**config.mk**
```make
export PLATFORM = sky130hd
export DESIGN_NAME = spcu_unit
export DESIGN_NICKNAME = d
export VERILOG_FILES = /design/src/spcu_pkg.sv /design/src/spcu_checksum.sv /design/src/spcu_unit.sv
export SDC_FILE = /design/constraint.sdc
export NUM_CORES = 1
export LEC_CHECK = 0
export BUFFER_PORTS_ARGS = -buffer_cell sky130_fd_sc_hd__buf_2
export CAP_MARGIN = 5
export CELL_PAD_IN_SITES_DETAIL_PLACEMENT = 0
export CELL_PAD_IN_SITES_GLOBAL_PLACEMENT = 1
export CORE_MARGIN = 1.5
export CORE_UTILIZATION = 39
export DETAILED_ROUTE_END_ITERATION = 10
export PLACE_DENSITY_LB_ADDON = 0.2
export SYNTH_ARGS = -nofsm -noshare
export SYNTH_HDL_FRONTEND = slang
export SYNTH_SLANG_ARGS = --single-unit
```
**constraint.sdc**
```tcl
create_clock -name i_clk_sys -period 7.6 [get_ports i_clk_sys]
set_input_delay 1.52 -clock i_clk_sys [delete_from_list [all_inputs] [get_ports i_clk_sys]]
set_output_delay 1.52 -clock i_clk_sys [all_outputs]
set_load 0.1 [all_outputs]
```
**src/spcu_pkg.sv**
```systemverilog
package spcu_pkg;
  // command word field positions
  localparam int unsigned STAT_LSB      = 0;
  localparam int unsigned STAT_W        = 4;
  localparam int unsigned DONE_BIT      = 7;
  localparam int unsigned CODE_LSB      = 8;
  localparam int unsigned CODE_W        = 4;
  localparam int unsigned EXEC_BIT      = 15;
  // parameter area geometry
  localparam int unsigned NUM_PARAMS    = 30;
  localparam int unsigned IDX_W         = 5;
  localparam logic [4:0]  GEN_FIRST     = 5'h00;
  localparam logic [4:0]  GEN_LAST      = 5'h05;
  localparam logic [4:0]  CNT_FIRST     = 5'h05;
  localparam logic [4:0]  CNT_LAST      = 5'h13;
  localparam logic [4:0]  SER_FIRST     = 5'h14;
  localparam logic [4:0]  SER_LAST      = 5'h1d;
  // reset, default and limit values
  localparam logic [15:0] CMD_WORD_RST  = 16'h0000;
  localparam logic [15:0] PARAM_DEFAULT = 16'h0000;
  localparam logic [15:0] PARAM_LIMIT   = 16'h9999;

  // command codes
  typedef enum logic [3:0] {
    SPCU_CMD_PSET   = 4'h1,
    SPCU_CMD_BACKUP = 4'h2,
    SPCU_CMD_BKDIS  = 4'h3,
    SPCU_CMD_CLEAR  = 4'h4,
    SPCU_CMD_GSET   = 4'h5,
    SPCU_CMD_CSET   = 4'h6,
    SPCU_CMD_SSET   = 4'h7
  } spcu_cmd_e;

  // response codes
  typedef enum logic [3:0] {
    SPCU_RSP_OK     = 4'h0,
    SPCU_RSP_UNDEF  = 4'h1,
    SPCU_RSP_WPROT  = 4'h2,
    SPCU_RSP_NOSUM  = 4'h3
  } spcu_rsp_e;

  // sequencer states
  typedef enum logic [2:0] {
    SPCU_IDLE    = 3'b000,
    SPCU_DECODE  = 3'b001,
    SPCU_WALK    = 3'b010,
    SPCU_FINISH  = 3'b011
  } spcu_state_e;
endpackage : spcu_pkg

```
**src/spcu_checksum.sv**
```systemverilog
`timescale 1ns/1ps
`default_nettype none
// running checksum over a stream of words
module spcu_checksum #(
  parameter int unsigned WIDTH = 16
) (
  input  wire logic             i_clk_sys, // system clock
  input  wire logic             i_rst_n,   // async reset, active low
  input  wire logic             i_clear,   // restart the sum
  input  wire logic             i_add,     // accumulate one word
  input  wire logic [WIDTH-1:0] i_word,    // word to add
  output logic      [WIDTH-1:0] o_sum      // current sum
);
  logic [WIDTH-1:0] sum_ff;
  logic [WIDTH-1:0] nxt_sum;

  // modular add with rotate so word order matters
  always_comb begin
    nxt_sum = sum_ff;
    if (i_clear) begin
      nxt_sum = '0;
    end else if (i_add) begin
      nxt_sum = {sum_ff[WIDTH-2:0], sum_ff[WIDTH-1]} + i_word;
    end
  end

  // register
  always_ff @(posedge i_clk_sys or negedge i_rst_n) begin
    if (!i_rst_n) begin
      sum_ff <= '0;
    end else begin
      sum_ff <= nxt_sum;
    end
  end

  assign o_sum = sum_ff;
endmodule : spcu_checksum
`default_nettype wire

```
**src/spcu_unit.sv**
```systemverilog
`timescale 1ns/1ps
`default_nettype none
// Function
// - write completion status into bits 0-3
// - status 0 on success
// - status 1 on undefined command code
// - status 2 when memory write-protected
// - status 3 when no parameter checksum
// - set completion bit 7 on any end
// - ignore codes from non-peripheral writes
// - code 1 loads, checks, defaults, sums
// - code 2 backs up, sums, sets flag
// - code 3 disables backup, clears flag
// - code 4 zeros all parameter words
// - codes 5-7 act on word subsets
// - start on peripheral code change with force
// - no execute unless peripheral force-set
// - execute bit self-clears unless forced
// - word bits 0-11 updated only on command execution
// - success reads 8, code, 80
// - keep backup flag; refresh sum error on force-set
module spcu_unit #(
  parameter int unsigned NWORDS = spcu_pkg::NUM_PARAMS
) (
  input  wire logic        i_clk_sys,      // system clock
  input  wire logic        i_rst_n,        // async reset, active low
  input  wire logic        i_periph_wr,    // peripheral hex/bcd or binary data change strobe
  input  wire logic        i_prog_wr,      // user program write strobe
  input  wire logic [15:0] i_wr_data,      // data written to the command word
  input  wire logic        i_force_exec,   // peripheral force-set of execute bit (level)
  input  wire logic        i_mem_wprot,    // memory unit write-protected or eprom
  input  wire logic        i_par_we,       // parameter area write strobe
  input  wire logic [4:0]  i_par_addr,     // parameter area word index
  input  wire logic [15:0] i_par_wdata,    // parameter area write data
  output logic      [15:0] o_cmd_word,     // command word
  output logic             o_backup_flag,  // backup valid flag
  output logic             o_sum_err,      // parameter/backup checksum mismatch
  output logic [29:0]      o_warn,         // per-word invalid value warnings
  output logic             o_busy          // command in progress
);
  import spcu_pkg::*;

  // parameter area, backup area and active copy
  logic [15:0]      par_ff    [NWORDS];
  logic [15:0]      bak_ff    [NWORDS];
  logic [15:0]      act_ff    [NWORDS];
  logic [15:0]      nxt_par   [NWORDS];
  logic [15:0]      nxt_bak   [NWORDS];
  logic [15:0]      nxt_act   [NWORDS];

  spcu_state_e      state_ff, nxt_state;
  logic [15:0]      cmd_ff, nxt_cmd;
  logic [3:0]       op_ff, nxt_op;
  logic [3:0]       rsp_ff, nxt_rsp;
  logic [4:0]       idx_ff, nxt_idx;
  logic [4:0]       last_ff, nxt_last;
  logic             bak_flag_ff, nxt_bak_flag;
  logic             sum_valid_ff, nxt_sum_valid;
  logic             sum_err_ff, nxt_sum_err;
  logic [29:0]      warn_ff, nxt_warn;
  logic [15:0]      par_sum_ff, nxt_par_sum;
  logic [15:0]      bak_sum_ff, nxt_bak_sum;
  logic             force_d_ff;
  logic             busy_ff;

  logic             sum_clear;
  logic             sum_add;
  logic [15:0]      sum_word;
  logic [15:0]      sum_out;
  logic [15:0]      cur_word;
  logic             cur_bad;
  logic             code_wr;

  // checksum engine shared by set and backup walks
  spcu_checksum #(
    .WIDTH (16)
  ) u_sum (
    .i_clk_sys (i_clk_sys),
    .i_rst_n   (i_rst_n),
    .i_clear   (sum_clear),
    .i_add     (sum_add),
    .i_word    (sum_word),
    .o_sum     (sum_out)
  );

  // only a peripheral data change with force held can launch
  assign code_wr  = i_periph_wr && i_force_exec && !i_prog_wr;
  assign cur_word = par_ff[idx_ff];
  // a word is invalid when a nibble is not bcd
  assign cur_bad  = (cur_word[3:0] > 4'h9) || (cur_word[7:4] > 4'h9) ||
                    (cur_word[11:8] > 4'h9) || (cur_word[15:12] > 4'h9) ||
                    (cur_word > PARAM_LIMIT);
  assign sum_clear = (state_ff == SPCU_DECODE);
  assign sum_add   = (state_ff == SPCU_WALK) &&
                     (op_ff != 4'(SPCU_CMD_CLEAR));
  assign sum_word  = cur_bad ? PARAM_DEFAULT : cur_word;

  // command sequencer next state
  always_comb begin
    nxt_state     = state_ff;
    nxt_cmd       = cmd_ff;
    nxt_op        = op_ff;
    nxt_rsp       = rsp_ff;
    nxt_idx       = idx_ff;
    nxt_last      = last_ff;
    nxt_bak_flag  = bak_flag_ff;
    nxt_sum_valid = sum_valid_ff;
    nxt_sum_err   = sum_err_ff;
    nxt_warn      = warn_ff;
    nxt_par_sum   = par_sum_ff;
    nxt_bak_sum   = bak_sum_ff;
    for (int k = 0; k < NWORDS; k++) begin
      nxt_par[k] = par_ff[k];
      nxt_bak[k] = bak_ff[k];
      nxt_act[k] = act_ff[k];
    end
    // ordinary parameter area writes when idle
    if (i_par_we && (state_ff == SPCU_IDLE) && (i_par_addr < 5'(NWORDS))) begin
      nxt_par[i_par_addr] = i_par_wdata;
    end
    // sum error flag refreshed when execute becomes forced
    if (i_force_exec && !force_d_ff) begin
      nxt_sum_err = bak_flag_ff && sum_valid_ff && (par_sum_ff != bak_sum_ff);
    end
    // execute bit self-clears once force is released
    if (!i_force_exec && (state_ff == SPCU_IDLE)) begin
      nxt_cmd[EXEC_BIT] = 1'b0;
    end
    case (state_ff)
      SPCU_IDLE: begin
        if (code_wr) begin
          nxt_op    = i_wr_data[CODE_LSB +: CODE_W];
          nxt_cmd   = {1'b1, 3'b000, i_wr_data[CODE_LSB +: CODE_W], 8'h00};
          nxt_state = SPCU_DECODE;
        end
      end
      SPCU_DECODE: begin
        nxt_state = SPCU_WALK;
        nxt_rsp   = 4'(SPCU_RSP_OK);
        case (op_ff)
          4'(SPCU_CMD_PSET), 4'(SPCU_CMD_CLEAR): begin
            nxt_idx  = GEN_FIRST;
            nxt_last = SER_LAST;
          end
          4'(SPCU_CMD_GSET): begin
            nxt_idx  = GEN_FIRST;
            nxt_last = GEN_LAST;
          end
          4'(SPCU_CMD_CSET): begin
            nxt_idx  = CNT_FIRST;
            nxt_last = CNT_LAST;
          end
          4'(SPCU_CMD_SSET): begin
            nxt_idx  = SER_FIRST;
            nxt_last = SER_LAST;
          end
          4'(SPCU_CMD_BACKUP): begin
            nxt_idx  = GEN_FIRST;
            nxt_last = SER_LAST;
            if (i_mem_wprot) begin
              nxt_rsp   = 4'(SPCU_RSP_WPROT);
              nxt_state = SPCU_FINISH;
            end else if (!sum_valid_ff) begin
              nxt_rsp   = 4'(SPCU_RSP_NOSUM);
              nxt_state = SPCU_FINISH;
            end
          end
          4'(SPCU_CMD_BKDIS): begin
            nxt_state    = SPCU_FINISH; // flag drops with the completion
          end
          default: begin
            nxt_rsp   = 4'(SPCU_RSP_UNDEF);
            nxt_state = SPCU_FINISH;
          end
        endcase
      end
      SPCU_WALK: begin
        case (op_ff)
          4'(SPCU_CMD_CLEAR): begin
            nxt_par[idx_ff] = 16'h0000;
          end
          4'(SPCU_CMD_BACKUP): begin
            nxt_bak[idx_ff] = cur_word;
          end
          default: begin
            nxt_act[idx_ff]  = sum_word;
            nxt_warn[idx_ff] = cur_bad;
          end
        endcase
        if (idx_ff == last_ff) begin
          nxt_state = SPCU_FINISH;
        end else begin
          nxt_idx = idx_ff + 5'h01;
        end
      end
      SPCU_FINISH: begin
        if (rsp_ff == 4'(SPCU_RSP_OK)) begin
          if (op_ff == 4'(SPCU_CMD_BACKUP)) begin
            nxt_bak_sum  = sum_out;
            nxt_bak_flag = 1'b1;
            nxt_sum_err  = 1'b0;
          end else if (op_ff == 4'(SPCU_CMD_CLEAR)) begin
            nxt_sum_valid = 1'b0;
          end else if (op_ff == 4'(SPCU_CMD_BKDIS)) begin
            nxt_bak_flag  = 1'b0;
          end else begin
            nxt_par_sum   = sum_out;
            nxt_sum_valid = 1'b1;
          end
        end
        // status and done bits written here; launch clears them
        nxt_cmd[STAT_LSB +: STAT_W] = rsp_ff;
        nxt_cmd[DONE_BIT]           = 1'b1;
        nxt_state                   = SPCU_IDLE;
      end
      default: begin
        nxt_state = SPCU_IDLE;
      end
    endcase
  end

  // sequencer registers
  always_ff @(posedge i_clk_sys or negedge i_rst_n) begin
    if (!i_rst_n) begin
      state_ff     <= SPCU_IDLE;
      cmd_ff       <= CMD_WORD_RST;
      op_ff        <= 4'h0;
      rsp_ff       <= 4'h0;
      idx_ff       <= 5'h00;
      last_ff      <= 5'h00;
      bak_flag_ff  <= 1'b0;
      sum_valid_ff <= 1'b0;
      sum_err_ff   <= 1'b0;
      warn_ff      <= '0;
      par_sum_ff   <= 16'h0000;
      bak_sum_ff   <= 16'h0000;
      force_d_ff   <= 1'b0;
      busy_ff      <= 1'b0;
    end else begin
      state_ff     <= nxt_state;
      cmd_ff       <= nxt_cmd;
      op_ff        <= nxt_op;
      rsp_ff       <= nxt_rsp;
      idx_ff       <= nxt_idx;
      last_ff      <= nxt_last;
      bak_flag_ff  <= nxt_bak_flag;
      sum_valid_ff <= nxt_sum_valid;
      sum_err_ff   <= nxt_sum_err;
      warn_ff      <= nxt_warn;
      par_sum_ff   <= nxt_par_sum;
      bak_sum_ff   <= nxt_bak_sum;
      force_d_ff   <= i_force_exec;
      busy_ff      <= (nxt_state != SPCU_IDLE);
    end
  end

  // memory arrays, no reset so they map to storage
  always_ff @(posedge i_clk_sys) begin
    for (int k = 0; k < NWORDS; k++) begin
      par_ff[k] <= nxt_par[k];
      bak_ff[k] <= nxt_bak[k];
      act_ff[k] <= nxt_act[k];
    end
  end

  // outputs straight from flip-flops
  assign o_cmd_word    = cmd_ff;
  assign o_backup_flag = bak_flag_ff;
  assign o_sum_err     = sum_err_ff;
  assign o_warn        = warn_ff;
  assign o_busy        = busy_ff;
endmodule : spcu_unit
`default_nettype wire

```
==> results_dict.tcl <==
set metrics [dict create \
    dpl_worst_slack_ns 1.260 \
    syn_area_per_cell_sq_um 8.322 \
    utilization_pct 44.06 \
    r2r_cells 18 \
    grt_overflow_total 0 \
    yosys.area_share.simple_pct 21.14 \
    drtIter0Drc 2044 \
    synth_xor_area_share_pct 1.031 \
    cp_slowest_cell "dfrtp_4" \
    synth_top_cell_area_share_pct 36.48 \
    holdPathStages 2 \
    syn_area_sq_um 26340 \
    place.detailed.hpwl_um 66740 \
    min_period_ns 6.639 \
    dr.pass1.iters 6 \
    ios 93 \
    post_synth_num_cell_types 77 \
    synthFlopType "dfxtp_1" \
    cellPowerDensity_nw_per_um2 338.9 \
    hold_viol_final 0 \
    wirelength_um 100700 \
    rows 95 \
    cts_sinks 586 \
    cp.depth 18 \
    worst_slack_ns 0.9610 \
    synthMuxAreaShare_pct 11.87 \
    antenna_cells 0 \
    finClkSkew_ns 0.02705 \
    clk_pin_slew_worst_paths_ns 0.06 \
    antenna_found_initial 7 \
    clock_latency_ns 0.62 \
    yosysWarnings 0 \
    hold_class "reg -> reg" \
    rsz0062_at_grt "false" \
    critical_path_buf_inv_count 2 \
    synthToLayoutAreaGrowth_pct 12.14 \
    cp_max_fo 38 \
    htreeDepth 3 \
    irDropWorstVdd_v 0.0001938 \
    cap_viol_max_count 0 \
    seqCellArea_sq_um 12270 \
    outcome "finished clean" \
    required_ns 8.16 \
    grt_pass1_vias 22260 \
    grt_pass1_wl_um 147400 \
    synth_top_family_by_area "simple AND/OR/NAND/NOR gates" \
    synth-edff-count 0 \
    netlist_top_cells_count "nand2_1, a21oi_1, dfxtp_1, clkbuf_1, nor2_1" \
    leakagePower_nw 11.38 \
    setup_violations 0 \
    cts_tree "built" \
    synthArstFlopShare_pct 18.09 \
    grt_max_degree 61 \
    core_area_sq_um 67040 \
    worst_pin_slew_ns 1.318 \
    num_vias 23302 \
    die-area_sq_um 69100 \
    startpoint_type "flip-flop" \
    yosys-top-cells-area "dfxtp_1, nand2_1, dfrtp_1, a21oi_1, mux2i_1" \
    hold_ws_ns 0.4515 \
    yosys.area.top_type "dfxtp_1" \
    ys_seq_area_share_pct 46.55 \
    place_area_sq_um 27380 \
    drv_slew 0 \
    start_util_pct 39.29 \
    synth_most_common_cell "nand2_1" \
    period_share_pct 87.35 \
    drive_gt1_share_pct 11.33 \
    cp_top_family "compound AO/OA/AOI/OAI gates" \
    cts_setup_buffers 0 \
    ant_nets 0 \
    nNetsFinal 3221 \
    die_h_um 262.9 \
    via_per_inst 5.715 \
    numCtsBuffers 68 \
    multiInputGateArea_sq_um 13040 \
    fin_tns_setup_ns 0 \
    fill_cells 6611 \
    track_usage_pct 28.50 \
    ctsHoldBuffers 0 \
    path_class "reg -> reg" \
    syn_inst 3165 \
    detail_route.wl_per_cell_um 24.71 \
    end_kind "flip-flop" \
    slowest_delay_ns 0.93 \
    ys_seq_elements 586 \
    die_w_um 262.9 \
    critPathArrivalTime_ns 7.20 \
    relSlewSlack_pct 11.84 \
    synthAdderAreaFrac_pct 0.9786 \
    synth_compound_area_share_pct 14.20 \
    place.gp.congestion 0.9802 \
    clock.fmax_mhz 150.6 \
    cts_root_buf "clkbuf_16" \
    ctsResizeCount 0 \
    path_cells "buf_4, mux2i_1, o22ai_1, nor4_1, nand4_1, a222oi_1, nand2_4, a21o_1, inv_2, ha_1, a211o_1, a2111oi_0, o31ai_1, o211a_1, or3_1, a32o_1, nand2_1, a31o_1" \
    clock_path_buffers 3 \
    final_area_sq_um 29540 \
    port_buffers 72 \
    drc 0 \
]
metrics by stage:
| step | power (mW) | cells |
|---|---|---|
| CTS | 10.02 | 4076 |
| finish | 10.01 | 4077 |
| global route | 10.42 | 4077 |
| global placement | 6.742 | 3959 |
| detailed placement | 6.817 | 3959 |
| floorplan | 5.921 | 3173 |
power by group:
group          leakage, nW  switching (mW)  total [mW]  internal [mW]
combinational         4.94            1.75        2.77           1.03
clock                 1.06            1.34        3.21           1.87
sequential            5.38           0.465        4.02           3.56
worst paths after layout:
check / startpoint / slack, ns / endpoint
setup / recovery: idx_ff[1] / 0.96 / u_sum.o_sum[15]
hold / removal: par_ff[6][8] / 0.45 / par_ff[6][8]
setup reg to reg: idx_ff[1] / 0.96 / u_sum.o_sum[15]
hold reg to reg: par_ff[6][8] / 0.45 / par_ff[6][8]
max in group asynchronous: i_rst_n / 5.49 / idx_ff[1]
min in group asynchronous: i_rst_n / 0.96 / o_warn[14]
logic make-up (layout without fill, tap and decap cells):
group / Yosys count / in the layout
AOI/OAI and AO/OA: 687 / 687
xor gates and xnor gates: 31 / 31
adders and majority gates: 20 / 20
buffers and inverters: 244 / 275
DFF: 586 / 586
muxes: 244 / 244
other: 1 / 9
and+or+nand+nor: 1352 / 1352
sequential cells by signal, indices dropped and copies added (netlist names):
name           flops
bak_sum_ff        16
idx_ff             5
o_backup_flag      1
par_sum_ff        16
state_ff           3
o_warn            30
par_ff           480
o_cmd_word         4
o_busy             1
rsp_ff             2
op_ff              4
u_sum.o_sum       16
last_ff            5
o_sum_err          1
force_d_ff         1
sum_valid_ff       1
cell type report:
class,instances,area share [%]
Multi-Input combinational cell,2343,44.14
Clock inverter,17,0.4660
Clock buffer,100,6.825
Inverter,14,0.1779
Tap cell,873,3.698
Sequential cell,586,41.55
Timing Repair Buffer,144,3.143
worst min-delay path, cell delays in order, from the launching register on:
cell	delay (ns)
dfxtp_1	0.30
nand2_1	0.05
a21oi_1	0.05
cells in the final DEF, fill, tap and decap left out, types with 7 or more instances in the layout:
cell type / n
dfxtp_1: 480
nand2_1: 1034
xor2_1: 9
or3_1: 9
mux2_2: 35
buf_4: 71
mux4_2: 48
nand2b_1: 9
o21ai_0: 29
clkbuf_8: 13
dfrtp_1: 102
nor2_1: 148
nor4_1: 20
a31oi_1: 23
nand3_1: 33
nor3_1: 14
ha_1: 19
conb_1: 9
o22ai_1: 66
and3_1: 7
xnor2_1: 22
clkbuf_16: 71
a21oi_1: 507
clkbuf_1: 16
nor2_2: 7
mux2i_1: 153
o31ai_1: 7
nand4_1: 12
clkinv_2: 7
mux2_4: 8
a22oi_1: 10
nor2b_1: 9
a21o_1: 7
inv_1: 13
buf_2: 71
layer usage:
| metal | vias to the layer above | part of all wire (%) | GRT usage [%] |
|---|---|---|---|
| met4 | 4 | 4.4 | 13.42 |
| met3 | 196 | 6.7 | 4.563 |
| met5 | - | 0.027 | 0 |
| met2 | 902 | 46 | 46.09 |
| li1 | 10758 | - | - |
| met1 | 11442 | 43 | 37.28 |
Note: power is estimated with default switching activity, not from simulation.
